[src/ssp_params.svh]
// Purpose: offsets, field positions, reset values and counts of the serial port
// Assumes: 8-bit register port, 40 MHz system clock
// Notes: definitions only
// Function
// - master samples at end or middle per sample_phase
// - clock edge bit picks data change edge
// - buffer_full set on received byte
// - buffer read clears buffer_full
// - disable clears stop-detected bit
// - write while busy ignored, sets write_collision
// - slave overflow keeps old byte, sticky
// - master mode never sets overflow
// - port_enable claims or releases port pins
// - clock_idle_polarity sets serial clock idle level
// - codes 0101 and 0100 select slave modes
// - codes 0000-0010 master at clock /4,/16,/64
// - code 0011 master at period timer /2
// - eight bits, most significant bit first
// - byte to buffer, flags set, next begins
// - master buffer write starts transfer at once
// - master drives data output even when only receiving
// - slave shifts on external clock, flags byte
// - slave runs in sleep, byte wakes device
// - both share polarity, opposite shift edges
// - select high releases slave output mid-byte
// - module reset zeroes bit counter
// - buffer write loads shift register too
`ifndef SSP_PARAMS_SVH
`define SSP_PARAMS_SVH
`define SSP_ADDR_BUF 8'h13
`define SSP_ADDR_CTRL 8'h14
`define SSP_ADDR_STAT 8'h94
`define SSP_CTRL_RESET 8'h00
`define SSP_STAT_RESET 8'h00
`define SSP_BIT_WRITE_COLLISION 7
`define SSP_BIT_OVF 6
`define SSP_BIT_EN 5
`define SSP_BIT_CKP 4
`define SSP_BIT_SMP 7
`define SSP_BIT_CKE 6
`define SSP_BIT_STOP 4
`define SSP_BIT_BF 0
`define SSP_MODE_M4 4'h0
`define SSP_MODE_M16 4'h1
`define SSP_MODE_M64 4'h2
`define SSP_MODE_MTMR 4'h3
`define SSP_MODE_SSEL 4'h4
`define SSP_MODE_SFREE 4'h5
`define SSP_HALF_DIV4 6'h02
`define SSP_HALF_DIV16 6'h08
`define SSP_HALF_DIV64 6'h20
`define SSP_EDGES 5'h10
`define SSP_EDGES_LATE 5'h11
`endif

[src/ssp_pkg.sv]
// Purpose: shared types of the serial port
// Assumes: nothing beyond the params header
// Notes: types only
package ssp_pkg;
    typedef enum logic [0:0] {
        SSP_IDLE = 1'b0,
        SSP_XFER = 1'b1
    } ssp_state_e;
    typedef struct packed {
        logic write_collision;
        logic ovf;
        logic en;
        logic clock_idle_polarity;
        logic [3:0] mode;
    } ssp_ctrl_s;
    typedef struct packed {
        logic sck;
        logic sck_oe_n;
        logic sdo;
        logic sdo_oe_n;
    } ssp_pins_s;
endpackage

[src/ssp_port.sv]
// Purpose: SPI-mode synchronous serial port, master and slave
// Assumes: single clock, slave clock oversampled through synchronisers
// Notes: register port reads answer one cycle after the strobe
//
// The address-and-strobe port was decided locally.
`include "ssp_params.svh"
`timescale 1ns/1ps
`default_nettype none
module ssp_port (
    input wire logic i_clk,
    input wire logic i_reset_n,
    input wire logic [7:0] i_addr,
    input wire logic [7:0] i_wdata,
    input wire logic i_wr,
    input wire logic i_rd,
    output logic [7:0] o_rdata,
    input wire logic i_sck_in,
    input wire logic i_sdi,
    input wire logic i_ss_n,
    input wire logic i_timer_tick,
    input wire logic i_sleep,
    output ssp_pkg::ssp_pins_s o_pins,
    output logic o_pins_claimed,
    output logic o_port_irq,
    output logic o_wake
);
    // reset release
    logic rst_meta_q;
    logic rst_q;
    wire rst_n = rst_q;

    always_ff @(posedge i_clk or negedge i_reset_n) begin
        if (!i_reset_n) begin
            rst_meta_q <= 1'b0;
            rst_q <= 1'b0;
        end else begin
            rst_meta_q <= 1'b1;
            rst_q <= rst_meta_q;
        end
    end

    // pin synchronisers
    logic sck_s;
    logic sdi_s;
    logic ss_n_s;

    ssp_sync3 #(
        .WIDTH(3),
        .RST_VAL(3'h1)
    ) u_sync (
        .i_clk(i_clk),
        .i_rst_n(rst_n),
        .i_async({i_sck_in, i_sdi, i_ss_n}),
        .o_sync({sck_s, sdi_s, ss_n_s})
    );

    // registers
    ssp_pkg::ssp_ctrl_s ctrl_q;
    ssp_pkg::ssp_state_e state_q;
    logic smp_q;
    logic cke_q;
    logic stop_q;
    logic bf_q;
    logic [7:0] buf_q;
    logic [7:0] sr_q;
    logic [2:0] rx_cnt_q;
    logic [2:0] tx_cnt_q;
    logic [5:0] div_q;
    logic [4:0] tick_q;
    logic sck_q;
    logic sdo_q;
    logic sck_prev_q;
    logic [7:0] rdata_q;
    logic irq_q;
    logic wake_q;
    logic [3:0] m_rx_pipe_q;

    // address decode
    wire hit_ctrl = (i_addr == `SSP_ADDR_CTRL);
    wire hit_stat = (i_addr == `SSP_ADDR_STAT);
    wire hit_buf = (i_addr == `SSP_ADDR_BUF);
    wire wr_ctrl = i_wr & hit_ctrl;
    wire wr_stat = i_wr & hit_stat;
    wire wr_buf = i_wr & hit_buf;
    wire rd_buf = i_rd & hit_buf;

    // mode decode
    wire en = ctrl_q.en;
    wire clock_idle_polarity = ctrl_q.clock_idle_polarity;
    wire [3:0] mode = ctrl_q.mode;
    wire is_master = en & (mode[3:2] == 2'b00);
    wire mode_ssel = (mode == `SSP_MODE_SSEL);
    wire mode_sfree = (mode == `SSP_MODE_SFREE);
    wire is_slave = en & (mode_ssel | mode_sfree);
    wire slave_rst = is_slave & mode_ssel & ss_n_s;
    wire slave_sel = is_slave & ~slave_rst;
    wire cnt_clr = ~en | slave_rst;

    // slave clock edges, taken from the partner's clock
    wire sck_rise = sck_s & ~sck_prev_q;
    wire sck_fall = ~sck_s & sck_prev_q;
    wire s_lead = clock_idle_polarity ? sck_fall : sck_rise;
    wire s_trail = clock_idle_polarity ? sck_rise : sck_fall;
    // slave samples opposite the transmit edge, sample_phase assumed clear
    wire s_tx = slave_sel & (cke_q ? s_trail : s_lead);
    wire s_rx = slave_sel & (cke_q ? s_lead : s_trail);

    // master bit-rate generator
    wire [5:0] half_lim = (mode == `SSP_MODE_M4) ? `SSP_HALF_DIV4 :
                          (mode == `SSP_MODE_M16) ? `SSP_HALF_DIV16 :
                          `SSP_HALF_DIV64;
    wire busy_m = (state_q == ssp_pkg::SSP_XFER);
    wire run = busy_m & is_master & ~i_sleep;
    wire div_end = (div_q == (half_lim - 6'h01));
    wire div_hit = (mode == `SSP_MODE_MTMR) ? i_timer_tick : div_end;
    wire mtick = run & div_hit;
    wire edge_ok = (tick_q < `SSP_EDGES);
    wire lead = ~tick_q[0];
    wire mid_now = cke_q ? lead : ~lead;
    wire mid_prev = cke_q ? tick_q[0] : ~tick_q[0];
    wire m_rx_pt = smp_q ? ((tick_q != 5'h00) & mid_prev) : (edge_ok & mid_now);
    wire m_rx = mtick & m_rx_pt;
    wire m_tx = mtick & edge_ok & (cke_q ? ~lead : lead);
    wire [4:0] tick_nxt = tick_q + 5'h01;
    wire [4:0] tick_end = (~cke_q & smp_q) ? `SSP_EDGES_LATE : `SSP_EDGES;
    wire m_last = mtick & (tick_nxt == tick_end);

    // shared shift events
    wire busy_s = is_slave & ((rx_cnt_q != 3'h0) | (tx_cnt_q != 3'h0));
    wire busy = busy_m | busy_s | (|m_rx_pipe_q);
    wire tx_evt = m_tx | s_tx;
    wire rx_evt = (m_rx_pipe_q[3] & is_master) | s_rx;
    wire rx_done = rx_evt & (rx_cnt_q == 3'h7);
    wire [7:0] rx_byte = {sr_q[6:0], sdi_s};
    wire [2:0] tx_nxt = tx_cnt_q + 3'h1;
    wire tx_bit = cke_q ? buf_q[~tx_nxt] : buf_q[~tx_cnt_q];

    // buffer write acceptance
    wire wr_take = wr_buf & ~busy;
    wire write_collision_set = wr_buf & busy;
    wire start = wr_take & is_master;
    wire ovf_set = rx_done & is_slave & bf_q & ~rd_buf;
    wire rx_store = rx_done & ~ovf_set;

    // flag next values, hardware set wins
    wire write_collision_d = write_collision_set | (wr_ctrl ? i_wdata[`SSP_BIT_WRITE_COLLISION] : ctrl_q.write_collision);
    wire ovf_d = ovf_set | (wr_ctrl ? i_wdata[`SSP_BIT_OVF] : ctrl_q.ovf);
    wire bf_d = rx_store | (bf_q & ~rd_buf);

    // read mux
    wire [7:0] stat_val = {smp_q, cke_q, 1'b0, stop_q, 3'h0, bf_q};
    wire [7:0] ctrl_val = ctrl_q;
    wire [7:0] rd_val = hit_ctrl ? ctrl_val :
                        hit_stat ? stat_val :
                        hit_buf ? buf_q : 8'h00;

    // control register
    always_ff @(posedge i_clk or negedge rst_n) begin
        if (!rst_n) begin
            ctrl_q <= `SSP_CTRL_RESET;
        end else begin
            ctrl_q.write_collision <= write_collision_d;
            ctrl_q.ovf <= ovf_d;
            if (wr_ctrl) begin
                ctrl_q.en <= i_wdata[`SSP_BIT_EN];
                ctrl_q.clock_idle_polarity <= i_wdata[`SSP_BIT_CKP];
                ctrl_q.mode <= i_wdata[3:0];
            end
        end
    end

    // status register
    always_ff @(posedge i_clk or negedge rst_n) begin
        if (!rst_n) begin
            smp_q <= 1'(`SSP_STAT_RESET >> `SSP_BIT_SMP);
            cke_q <= 1'b0;
        end else if (wr_stat) begin
            smp_q <= i_wdata[`SSP_BIT_SMP];
            cke_q <= i_wdata[`SSP_BIT_CKE];
        end
    end

    // stop-detected bit, never set by this mode
    always_ff @(posedge i_clk or negedge rst_n) begin
        if (!rst_n) begin
            stop_q <= 1'b0;
        end else if (~en) begin
            stop_q <= 1'b0;
        end
    end

    // buffer-full flag
    always_ff @(posedge i_clk or negedge rst_n) begin
        if (!rst_n) begin
            bf_q <= 1'b0;
        end else begin
            bf_q <= bf_d;
        end
    end

    // transfer buffer
    always_ff @(posedge i_clk or negedge rst_n) begin
        if (!rst_n) begin
            buf_q <= 8'h00;
        end else if (wr_take) begin
            buf_q <= i_wdata;
        end else if (rx_store) begin
            buf_q <= rx_byte;
        end
    end

    // byte shift register
    always_ff @(posedge i_clk or negedge rst_n) begin
        if (!rst_n) begin
            sr_q <= 8'h00;
        end else if (wr_take) begin
            sr_q <= i_wdata;
        end else if (rx_evt) begin
            sr_q <= rx_byte;
        end
    end

    // receive bit counter
    always_ff @(posedge i_clk or negedge rst_n) begin
        if (!rst_n) begin
            rx_cnt_q <= 3'h0;
        end else if (cnt_clr | start) begin
            rx_cnt_q <= 3'h0;
        end else if (rx_evt) begin
            rx_cnt_q <= rx_cnt_q + 3'h1;
        end
    end

    // transmit bit counter
    always_ff @(posedge i_clk or negedge rst_n) begin
        if (!rst_n) begin
            tx_cnt_q <= 3'h0;
        end else if (cnt_clr | start) begin
            tx_cnt_q <= 3'h0;
        end else if (tx_evt) begin
            tx_cnt_q <= tx_nxt;
        end
    end

    // serial data output
    always_ff @(posedge i_clk or negedge rst_n) begin
        if (!rst_n) begin
            sdo_q <= 1'b0;
        end else if (wr_take) begin
            sdo_q <= i_wdata[7];
        end else if (slave_rst) begin
            sdo_q <= buf_q[7];
        end else if (tx_evt) begin
            sdo_q <= tx_bit;
        end
    end

    // master sequencer
    always_ff @(posedge i_clk or negedge rst_n) begin
        if (!rst_n) begin
            state_q <= ssp_pkg::SSP_IDLE;
        end else begin
            case (state_q)
                ssp_pkg::SSP_IDLE: begin
                    if (start) begin
                        state_q <= ssp_pkg::SSP_XFER;
                    end
                end
                ssp_pkg::SSP_XFER: begin
                    if (~is_master | m_last) begin
                        state_q <= ssp_pkg::SSP_IDLE;
                    end
                end
                default: begin
                    state_q <= ssp_pkg::SSP_IDLE;
                end
            endcase
        end
    end

    // master sample delayed by the data input synchroniser latency
    always_ff @(posedge i_clk or negedge rst_n) begin
        if (!rst_n) begin
            m_rx_pipe_q <= 4'h0;
        end else begin
            m_rx_pipe_q <= {m_rx_pipe_q[2:0], m_rx};
        end
    end

    // half-period divider
    always_ff @(posedge i_clk or negedge rst_n) begin
        if (!rst_n) begin
            div_q <= 6'h00;
        end else if (~run | div_hit) begin
            div_q <= 6'h00;
        end else begin
            div_q <= div_q + 6'h01;
        end
    end

    // clock edge counter
    always_ff @(posedge i_clk or negedge rst_n) begin
        if (!rst_n) begin
            tick_q <= 5'h00;
        end else if (start) begin
            tick_q <= 5'h00;
        end else if (mtick) begin
            tick_q <= tick_nxt;
        end
    end

    // master serial clock
    always_ff @(posedge i_clk or negedge rst_n) begin
        if (!rst_n) begin
            sck_q <= 1'b0;
        end else if (~busy_m | ~is_master) begin
            sck_q <= clock_idle_polarity;
        end else if (mtick & edge_ok) begin
            sck_q <= ~sck_q;
        end
    end

    // slave clock history
    always_ff @(posedge i_clk or negedge rst_n) begin
        if (!rst_n) begin
            sck_prev_q <= 1'b0;
        end else begin
            sck_prev_q <= sck_s;
        end
    end

    // byte events, slave ones run regardless of sleep
    always_ff @(posedge i_clk or negedge rst_n) begin
        if (!rst_n) begin
            irq_q <= 1'b0;
            wake_q <= 1'b0;
        end else begin
            irq_q <= rx_done;
            wake_q <= rx_done & is_slave;
        end
    end

    // register read port
    always_ff @(posedge i_clk or negedge rst_n) begin
        if (!rst_n) begin
            rdata_q <= 8'h00;
        end else begin
            rdata_q <= i_rd ? rd_val : 8'h00;
        end
    end

    // pin drive
    assign o_pins.sck = sck_q;
    assign o_pins.sck_oe_n = ~is_master;
    assign o_pins.sdo = sdo_q;
    assign o_pins.sdo_oe_n = ~(is_master | slave_sel);
    assign o_pins_claimed = en;
    assign o_port_irq = irq_q;
    assign o_wake = wake_q;
    assign o_rdata = rdata_q;
endmodule
`default_nettype wire

[src/ssp_sync3.sv]
// Purpose: three-flop pin synchroniser with agreement filter
// Assumes: inputs asynchronous to i_clk
// Notes: output changes once stages two and three agree
`timescale 1ns/1ps
`default_nettype none
module ssp_sync3 #(
    parameter int WIDTH = 3,
    parameter logic [WIDTH-1:0] RST_VAL = '0
) (
    input wire logic i_clk,
    input wire logic i_rst_n,
    input wire logic [WIDTH-1:0] i_async,
    output logic [WIDTH-1:0] o_sync
);
    genvar g;
    generate
        for (g = 0; g < WIDTH; g++) begin : g_bit
            logic s1_q;
            logic s2_q;
            logic s3_q;
            logic out_q;
            always_ff @(posedge i_clk or negedge i_rst_n) begin
                if (!i_rst_n) begin
                    s1_q <= RST_VAL[g];
                    s2_q <= RST_VAL[g];
                    s3_q <= RST_VAL[g];
                    out_q <= RST_VAL[g];
                end else begin
                    s1_q <= i_async[g];
                    s2_q <= s1_q;
                    s3_q <= s2_q;
                    if (s2_q == s3_q) begin
                        out_q <= s3_q;
                    end
                end
            end
            assign o_sync[g] = out_q;
        end
    endgenerate
endmodule
`default_nettype wire
[config.mk]
export PLATFORM = sky130hd
export DESIGN_NAME = ssp_port
export DESIGN_NICKNAME = d
export VERILOG_FILES = /design/src/ssp_pkg.sv /design/src/ssp_port.sv /design/src/ssp_sync3.sv
export VERILOG_INCLUDE_DIRS = /design/src
export SDC_FILE = /design/constraint.sdc
export NUM_CORES = 1
export LEC_CHECK = 0
export ABC_AREA = 1
export BUFFER_PORTS_ARGS = -buffer_cell sky130_fd_sc_hd__buf_2
export CAP_MARGIN = 20
export CORE_AREA = 3 3 87 89
export DETAILED_ROUTE_END_ITERATION = 10
export DIE_AREA = 0 0 90 92
export PLACE_DENSITY = 0.73
export SYNTH_ARGS = -nofsm -noshare
export SYNTH_HDL_FRONTEND = slang
export SYNTH_SLANG_ARGS = --single-unit
export TNS_END_PERCENT = 50
[constraint.sdc]
create_clock -name i_clk -period 2.9 [get_ports i_clk]
set_input_delay 0.435 -clock i_clk [delete_from_list [all_inputs] [get_ports i_clk]]
set_output_delay 0.435 -clock i_clk [all_outputs]
set_load 0.03 [all_outputs]
# Word level (Yosys, flattened, before mapping)
# Index checks and enable logic that the tools add are counted.
# word_totals
in_bits,25
wordCells,177
output_inout_bits,15
regBits,75
# classes
order_cmp,3
bitwise,66
eq_ne,13
n_addsub,5
reduce_logical,13
muxes,41
# ops
cell,n
two-way mux 8 bit,6
AND 1 bit,34
two-way mux 1 bit,21
two-way mux 6 bit,3
equality test 8 x 5 -> 1 bit (second input constant),2
inverter 1 bit,15
bitwise OR 1 bit,15
two-way mux 7 bit,2
two-way mux 3 bit,4
nonzero test 2 bit,6
two-way mux 5 bit,2
nonzero test 3 bit,3
equality test 4 x 3 -> 1 bit (second input constant),2
equality test 8 bit (second input constant),1
< comparator 3 x 4 -> 1 bit (second input constant),2
adder 3 x 1 -> 3 bit (second input constant),2
adder 6 x 1 -> 6 bit (second input constant),1
binary-select mux 1 bit (select 3 bit),2
equality test 6 bit,1
inverter 3 bit,2
subtractor 6 x 1 -> 6 bit (second input constant),1
adder 5 x 1 -> 5 bit (second input constant),1
equality test 5 bit,1
< comparator 5 bit (second input constant),1
9 further kinds,11

# Logic depth before layout (Yosys ltp)
# Gate-level depths: netlist (run 1).
# logic_depth
depth_word,17
depth_mapped,12
mapped_depth_nobuf,12

# By module
# Synthesis (run 1) repeated with hierarchy kept, for this count alone.
# hier_totals
cells_unflattened,447
area_unflattened_um2,3733.6
# modules_own_cells
mod,seq_area_each_um2,area_per_inst_um2,cells_per_inst,instances
ssp_port,1576.5,3357.0,420,1
ssp_sync3,305.3,376.6,27,1

# Worst setup path before layout (run 1)
# OpenSTA, ideal clock, no wires.
# synth_path
kind,register to output
start,"reg, netlist name o_pins_claimed"
end,out o_pins[0] (netlist bit)
path_stages_with_launch,5
t_required_ps,2465
n_path_buf,0
setup_slack_ps,1078
t_arrival_ps,1387
path_cell_list,dfrtp_1 nand3_1 nor2_2 nor2_2 nor2_1
# synth_lines
element,line_no,rtl
to (decl),ssp_port.sv:22,"output ssp_pkg::ssp_pins_s o_pins,"

# Worst setup path in the final report (run 1)
# layout_path
start,reg tx_cnt_q[0]
end,reg tick_q[0]
# layout_via
elab_chain_len,9
# layout_rtl
element,line_no,rtl
from (decl),ssp_port.sv:67,logic [2:0] tx_cnt_q;
from (signal assigned),ssp_port.sv:241,tx_cnt_q <= tx_nxt;
nonzero test 3 bit *,ssp_port.sv:129,wire busy_s = is_slave & ((rx_cnt_q != 3'h0) | (tx_cnt_q != 3'h0));
bitwise OR 1 bit *,ssp_port.sv:129,
AND 1 bit *,ssp_port.sv:129,
bitwise OR 1 bit * (2 in series),ssp_port.sv:130,wire busy = busy_m | busy_s | (|m_rx_pipe_q);
inverter 1 bit *,ssp_port.sv:139,wire wr_take = wr_buf & ~busy;
AND 1 bit *,ssp_port.sv:139,
AND 1 bit *,ssp_port.sv:141,wire start = wr_take & is_master;
two-way mux 5 bit or nonzero test 2 bit (tied branches),--,
to (signal assigned),ssp_port.sv:308,tick_q <= tick_nxt;
to (decl),ssp_port.sv:69,logic [4:0] tick_q;
# Mark *: on every way between the ends. The rest lies on a longest branch, timed or not.
# A chain may end at the register's enable or synchronous reset.

==> results of run 1 <==
==> flip-flops by register name (all words and copies together), names as in the netlist, 4 cells and up <==
name and flops:
tick_q 5, mode 4, sr_q 7, o_rdata 8, div_q 6, buf_q 8
m_rx_pipe_q 4
==> worst reg2reg max path, cell delays in order, from the launching register on <==
cell	delay, ns
dfrtp_1	0.50
clkinv_1	0.20
ha_1	0.17
nand2_1	0.05
nor3_1	0.18
o21bai_2	0.11
nor2_4	0.40
nand2_1	0.25
nand2_1	0.19
o21ai_0	0.10
==> cell families (layout without fill, tap and decap cells) <==
| logic type | after synthesis | in the layout | share of synthesized area (%) |
|---|---|---|---|
| muxes | 1 | 1 | 0.300 |
| buffers and inverters | 66 | 117 | 7.53 |
| adders and majority gates | 11 | 11 | 3.47 |
| DFF | 75 | 75 | 50.1 |
| other | 1 | 1 | 0.0999 |
| xor gates and xnor gates | 7 | 7 | 1.63 |
| AOI/OAI and AO/OA | 70 | 70 | 11.6 |
| and+or+nand+nor | 199 | 199 | 25.2 |
==> where the power goes <==
group / leakage, µW / internal [µW] / switching, µW
logic: 0.00110 / 74.4 / 125
clock network: 0.000113 / 531 / 381
registers: 0.000934 / 1100 / 48.7
==> metal layers <==
layer	up-vias	wire length [µm]	global-route usage, %
met5	-	0	0
met4	0	132	9.44
met3	12	432	3.53
met2	86	3590	30.3
met1	1453	3920	29.8
li1	1486	-	-
==> placed cells by master, fill, tap and decap left out, types with 4 or more instances in the layout <==
cell	instances
a21oi_1	20
buf_2	39
clkbuf_8	11
dfrtp_1	70
dfstp_2	4
ha_1	8
inv_1	52
inv_2	4
nand2_1	107
nand2_2	4
nand3_1	33
nand4_1	7
nor2_1	28
o21ai_0	22
o21ai_1	12
xor2_1	4
==> path summary, 6_finish.rpt <==
| kind | startpoint | endpoint | slack, ns | cells after the start |
|---|---|---|---|---|
| min in group asynchronous | rst_n$_DFF_PN0_ | tx_cnt_q[1]$_DFFE_PN0P_ | 0.20 | 0 |
| worst min-delay path | i_ss_n | u_sync.g_bit[0].s1_q$_DFF_PN1_ | 0.18 | 1 |
| worst max register to register | tx_cnt_q[0]$_DFFE_PN0P_ | tick_q[0]$_DFFE_PN0P_ | 0.63 | 9 |
| max in group asynchronous | rst_n$_DFF_PN0_ | u_sync.g_bit[0].s1_q$_DFF_PN1_ | 1.95 | 1 |
| worst min register to register | rst_n$_DFF_PN0_ | tx_cnt_q[1]$_DFFE_PN0P_ | 0.20 | 0 |
| worst max-delay path | tx_cnt_q[0]$_DFFE_PN0P_ | tick_q[0]$_DFFE_PN0P_ | 0.63 | 9 |
==> through the flow <==
step                cells  instance area [µm²]
finish                577                 4270
global route          577                 4270
CTS                   577                 4270
detailed placement    560                 4030
global placement      560                 4030
floorplan             430                 3750
==> cell type report <==
cell class | instances | share of cell area [%]
sequential | 75 | 44.1
timing repair buffer | 42 | 5.16
clock buffer | 12 | 3.64
inverter | 59 | 5.31
multi-input combinational | 289 | 37.3
tap | 96 | 2.81
clock inverter | 4 | 1.70
==> flow_summary.toml, run 1 <==
[run_status]
status = "complete, no violations"

[final_layout]
drive_above_1_share_pct = 19.5
diodes = 0
multi_input_area_mm2 = 0.00159
n_fill_cell = 592
regArea_mm2 = 0.00188
final_util_pct = 62.5
num-nets-final = 509
area_delta_synth_final_pct = 13.7

[global_routing]
antenna_found_initial = 0
gr-total-overflow = 0
first_global_vias = 2852
grtUsageTotal_pct = 20.6
grt_max_degree = 31
grt_pass1_wl_um = 13600

[setup_path]
slowest_delay_ns = 0.50
path_common_cell = "nand2_1"
cp.required_ns = 3.13
critPathLaunchType = "register"
crit_type = "register to register"
crit_fanout = 17
cp_cell_sequence = "clkinv_1 -> ha_1 -> nand2_1 -> nor3_1 -> o21bai_2 -> nor2_4 -> nand2_1 -> nand2_1 -> o21ai_0"
crit_arrival_ns = 2.50
cp_slowest_cell = "dfrtp_1"
path_delay_family = "simple AND/OR/NAND/NOR gates"
worstSetupEndpointType = "register"
crit_buf_inv = 1

[clocking]
cts_tree = "done"
cts.sinks = 75
cts_resized = 0
cts_hold_buf = 1
clock_path_buffers = 2
clk_latency_ns = 0.35
path_clk_slew_ns = 0.07
numCtsBuffers = 9
htreeDepth = 3
post-cts-setup-buffer-count = 0
cts-root-buf = "clkbuf_8"

[floorplanning]
pin_count = 40
num_rows = 30
chipHeight_um = 92
coreArea_mm2 = 0.00683
die_area_mm2 = 0.00828
start_util_pct = 55.0
die_x_um = 90

[logic_synthesis]
syn_inst = 430
yosysWarningCount = 0
syn_area_mm2 = 0.00375
yosysUniqueCellTypes = 44
synthTopCellsByArea = "dfrtp_1 (47%), nand2_1 (11%), inv_1 (5.2%)"
synth_edf_count = 0
yosys-top-cells-count = "nand2_1 (107), dfrtp_1 (71), inv_1 (52)"
post-synth-top-count-cell = "nand2_1"
avgSynthCellArea_um2 = 8.73
seq_area_frac_synth_pct = 50.1
synthFlopType = "dfrtp_1"
ys_ff_latch = 75
syn_nets = 463
synth_largest_area_cell = "dfrtp_1"
synth.top_cell.area_share_pct = 47.3
async_reset_ff_share_pct = 100

[sta]
setup_ws_ns = 0.628
period_minus_slack_ns = 2.27
fmax_mhz = 440
slew_viol_final = 0
grt_setup_unrepaired = "no"
setup_violations = 0
period_share_pct = 78.3
fin_skew_ns = 0.0115
whs_ns = 0.181
finalSetupTns_ns = 0
hold_viol = 0

[placed_design]
dp_hpwl_um = 6060
post-place-ws_ns = 0.682
finalWeightedCongestion = 0.977
io_buffers = 39

[drt]
viasPerCell = 5.26
drt_iter0_drc = 236
wire_per_inst_um = 14.0
drtPass1Iterations = 4
via_count = 3037
totalWireLength_um = 8080
ant_nets = 0
drc = 0

[hold_path]
hp-class = "input pin to register"

[power]
power.leakage_uw = 0.00215
total_power_uw = 2260
powerDensity_mw_per_mm2 = 530
ir_worst_vdd_mv = 0.331

[flow_run]
maxCapViolations = 0
(Power assumes the default switching activity.)
==> run 2, diff against run 1 <==
CORE_AREA = 3 3 89 91   (was 3 3 87 89)
DIE_AREA = 0 0 92 94   (was 0 0 90 92)
clock period = 2 ns   (was 2.9 ns; I/O delays follow)
==> flow_summary.toml, run 2 (synthesized netlist as in run 1, its figures left out) <==
[drt]
drt_iter0_drc = 221
ant_nets = 0
viasPerCell = 5.27
drtPass1Iterations = 5
wl_met1_um = 3690
totalWireLength_um = 8070
wire_per_inst_um = 13.8
via_count = 3083
dr_wl_met2_um = 3680
highest-signal-layer = "met4"
met3_length_um = 526
drc = 0

[sta]
slew_viol_final = 0
fin_skew_ns = 0.0140
period_share_pct = 94.8
fmax_mhz = 527
finalSetupTns_ns = 0
max_slew_margin_pct = 66.7
grt_setup_unrepaired = "no"
whs_ns = 0.0357
tightest_slew_ns = 0.498
setup_violations = 0
hold_viol = 0
period_minus_slack_ns = 1.90

[final_layout]
final_util_pct = 59.8
num-nets-final = 514
layoutNonFillerInstCount = 585
layout_commonest_cell = "nand2_1"
fin_area_mm2 = 0.00431
area_delta_synth_final_pct = 14.8
drive_above_1_share_pct = 21.6
layout_common_cells = "nand2_1 (107), dfrtp_1 (68), inv_1 (50)"
diodes = 0

[floorplanning]
start_util_pct = 52.0
pin_count = 40
die_area_mm2 = 0.00865
chipHeight_um = 94
num_rows = 31
coreArea_mm2 = 0.00721
die_x_um = 92

[global_routing]
grt_max_degree = 67
first_global_vias = 3043
grt_pass1_wl_um = 14000
antenna_found_initial = 0
gr-total-overflow = 0
grtUsageTotal_pct = 20.8

[power]
ir_worst_vdd_mv = 0.474
p_seq_share_pct = 53.2
powerDensity_mw_per_mm2 = 727
internal_power_uw = 2210
power_frac_comb_pct = 9.3
switching_share_pct = 29.5
switchingPower_uw = 924
power.leakage_uw = 0.00217
clkPwrFrac_pct = 37.5

[flow_run]
maxCapViolations = 0

[setup_path]
crit_type = "register to output pin"
cp.required_ns = 1.70
worstSetupEndpointType = "output pin"
crit_arrival_ns = 1.60
critPathLaunchType = "register"
crit_fanout = 4

[hold_path]
hp-class = "input pin to register"

[clocking]
htreeDepth = 3
numCtsBuffers = 9
cts.sinks = 75
clk_latency_ns = 0.36
path_clk_slew_ns = 0.09
cts-root-buf = "clkbuf_8"
clock_path_buffers = 2
cts_tree = "done"

[placed_design]
dp.cells = 568
place_area_mm2 = 0.00408
finalWeightedCongestion = 0.939
dp_hpwl_um = 6120
io_buffers = 39

[run_status]
status = "complete, no violations"
[run 2: worst paths after layout]
| check | from | cells after the start | slack (ns) | end |
|---|---|---|---|---|
| worst max register to register | mode[2]$_DFFE_PN0P_ | 9 | 0.20 | tx_cnt_q[2]$_DFFE_PN0P_ |
| worst max-delay path | mode[3]$_DFFE_PN0P_ | 6 | 0.10 | o_pins[0] |
| min in group asynchronous | rst_n$_DFF_PN0_ | 0 | 0.11 | u_sync.g_bit[1].s2_q$_DFF_PN0_ |
| max in group asynchronous | rst_n$_DFF_PN0_ | 1 | 1.28 | u_sync.g_bit[0].out_q$_DFFE_PN1N_ |
| worst min register to register | rst_n$_DFF_PN0_ | 0 | 0.11 | u_sync.g_bit[1].s2_q$_DFF_PN0_ |
| worst min-delay path | i_ss_n | 1 | 0.04 | u_sync.g_bit[0].s1_q$_DFF_PN1_ |
[run 2: final cells by class]
class | instances | area [µm²]
well taps | 99 | 124
clock buffers | 9 | 124
inverters | 59 | 226
flip-flops and latches | 75 | 1890
multi-input cells | 289 | 1600
repair buffers | 47 | 273
fillers | 647 | 2900
clock inverters | 7 | 76.3
[run 2: power groups by stage]
stage / Clock [µW] / Sequential [µW] / Combinational (µW)
floorplan: 0 / 1690 / 185
global placement: 0 / 1690 / 283
detailed placement: 0 / 1690 / 292
CTS: 1190 / 1670 / 295
global route: 1280 / 1680 / 342
finish: 1170 / 1670 / 292
[run 2: through the flow]
step	setup WS, ns	power [µW]
after floorplan	0.253	1880
after global placement	0.243	1970
after detailed placement	0.207	1990
after CTS	0.0217	3150
after global routing	0.000532	3300
final	0.104	3130
[run 2: critical path: stages, from the launching register on]
cell and delay, ns:
dfrtp_1 0.44, inv_2 0.11, nand3_1 0.12, nor2_4 0.18, nor2_2 0.07, nor2_1 0.14
buf_4 0.19
[run 2: timing repair]
action / in CTS / in global routing
buffers inserted: 0 / 0
hold buffers: 1 / 0
endpoints found under the hold margin: 2 / 0
setup endpoints to repair: 1 / 1
resized for setup: 2 / 6
[run 2: metal layers]
layer / up-vias / GRT usage, %
met5: - / 0
met4: 0 / 9.78
met3: 18 / 4.33
met2: 111 / 32.0
met1: 1454 / 28.2
li1: 1500 / -
==> run 3, diff against run 2 <==
BUFFER_PORTS_ARGS = not set   (was -buffer_cell sky130_fd_sc_hd__buf_2)
CORE_AREA = 3 3 87 89   (was 3 3 89 91)
DIE_AREA = 0 0 90 92   (was 0 0 92 94)
DONT_BUFFER_PORTS = 1   (was not set)
PLACE_DENSITY = 0.71   (was 0.73)
==> flow_summary.toml, run 3 (synthesized netlist as in run 1, its figures left out) <==
[setup_path]
crit_fanout = 4
crit_type = "register to output pin"
critPathLaunchType = "register"
crit_arrival_ns = 1.57
worstSetupEndpointType = "output pin"
cp.required_ns = 1.70

[sta]
tightest_slew_ns = 0.503
fmax_mhz = 534
grt_setup_unrepaired = "no"
period_minus_slack_ns = 1.87
fin_skew_ns = 0.00347
slew_viol_final = 0
max_slew_margin_pct = 66.4
hold_viol = 0
finalSetupTns_ns = 0
setup_violations = 0
period_share_pct = 93.7

[placed_design]
finalWeightedCongestion = 0.889
io_buffers = 0
place_area_mm2 = 0.00389
dp_hpwl_um = 5820

[clocking]
numCtsBuffers = 9
clk_latency_ns = 0.34
htreeDepth = 3
cts_tree = "done"
clock_path_buffers = 2
cts-root-buf = "clkbuf_8"
cts.sinks = 75
path_clk_slew_ns = 0.08

[final_layout]
fin_area_mm2 = 0.00417
n_fill_cell = 589
diodes = 0
layout_commonest_cell = "nand2_1"
drive_above_1_share_pct = 15.5
num-nets-final = 480
layout_common_cells = "nand2_1 (106), dfrtp_1 (68), inv_1 (50)"
regArea_mm2 = 0.00189
multi_input_area_mm2 = 0.00161
area_delta_synth_final_pct = 11.0

[global_routing]
grtUsageTotal_pct = 20.4
gr-total-overflow = 0
grt_max_degree = 74
first_global_vias = 2673
grt_pass1_wl_um = 13200
antenna_found_initial = 0

[power]
power_frac_comb_pct = 8.7
switching_share_pct = 26.2
powerDensity_mw_per_mm2 = 755
switchingPower_uw = 826
internal_power_uw = 2320
power.leakage_uw = 0.00202
ir_worst_vdd_mv = 0.487
p_seq_share_pct = 53.0
clkPwrFrac_pct = 38.3

[drt]
ant_nets = 0
totalWireLength_um = 7940
drt_iter0_drc = 260
wl_met1_um = 3730
drc = 0
wire_per_inst_um = 14.5
dr_wl_met2_um = 3450
viasPerCell = 5.20
drtPass1Iterations = 5
via_count = 2847
met3_length_um = 656
highest-signal-layer = "met4"

[floorplanning]
chipHeight_um = 92
num_rows = 30
die_area_mm2 = 0.00828
die_x_um = 90
pin_count = 40
start_util_pct = 55.0
coreArea_mm2 = 0.00683

[hold_path]
hp-class = "input pin to register"

[flow_run]
maxCapViolations = 0

[run_status]
status = "complete, no violations"
run 3: through the flow:
step | instances | total power (µW) | setup WS [ns] | hold WS, ns | utilization [%]
2_1_floorplan | 430 | 1880 | 0.253 | 0.00441 | -
3_3_place_gp | 527 | 1950 | 0.148 | 0.00447 | 57.0
3_5_place_dp | 527 | 1960 | 0.0886 | 0.00447 | 57.0
4_1_cts | 547 | 3170 | 0.0234 | 0.0407 | 60.6
5_1_grt | 548 | 3300 | 0.00866 | 0.0430 | 61.0
6_report | 548 | 3150 | 0.126 | 0.0536 | 61.0
run 3: metal layers:
metal	global-route usage, %	up-vias
met1	28.4	1315
met3	6.64	14
met5	0	-
li1	-	1422
met2	30.2	96
met4	6.76	0
run 3: cell type report:
| cell class | count | area share [%] |
|---|---|---|
| timing repair buffer | 13 | 2.88 |
| tap | 96 | 2.88 |
| clock inverter | 6 | 1.71 |
| sequential | 75 | 45.3 |
| inverter | 59 | 5.44 |
| multi-input combinational | 289 | 38.5 |
| clock buffer | 10 | 3.30 |
run 3: repair_timing:
item,4_1_cts,5_1_grt
setup buffers,0,1
resized for setup,0,8
hold buffers,4,0
endpoints found under the setup margin,0,18
hold endpoints to repair,5,0
run 3: worst max-delay path, stage by stage, from the launching register on:
cell,delay (ns)
dfrtp_2,0.46
nor2_2,0.15
nand2_1,0.10
nor2_4,0.14
nor2_2,0.07
nor2_1,0.12
buf_4,0.18
run 3: worst paths after layout:
kind | from | slack, ns | cells past startpoint | end
max | mode[0]$_DFFE_PN0P_ | 0.13 | 6 | o_pins[0]
min | i_rd | 0.05 | 2 | o_rdata[7]$_DFF_PN0_
max reg2reg | tx_cnt_q[1]$_DFFE_PN0P_ | 0.21 | 10 | rx_cnt_q[0]$_DFFE_PN0P_
min reg2reg | rst_n$_DFF_PN0_ | 0.29 | 1 | tx_cnt_q[0]$_DFFE_PN0P_
max in group asynchronous | rst_n$_DFF_PN0_ | 1.37 | 1 | u_sync.g_bit[0].s2_q$_DFF_PN1_
min in group asynchronous | i_reset_n | 0.17 | 1 | rst_n$_DFF_PN0_
run 3: power groups by stage:
stage | registers [µW] | clock network (µW) | logic, µW
after floorplan | 1690 | 0 | 185
after global placement | 1690 | 0 | 258
after detailed placement | 1690 | 0 | 262
after CTS | 1670 | 1240 | 272
after global routing | 1680 | 1310 | 316
final | 1670 | 1200 | 274
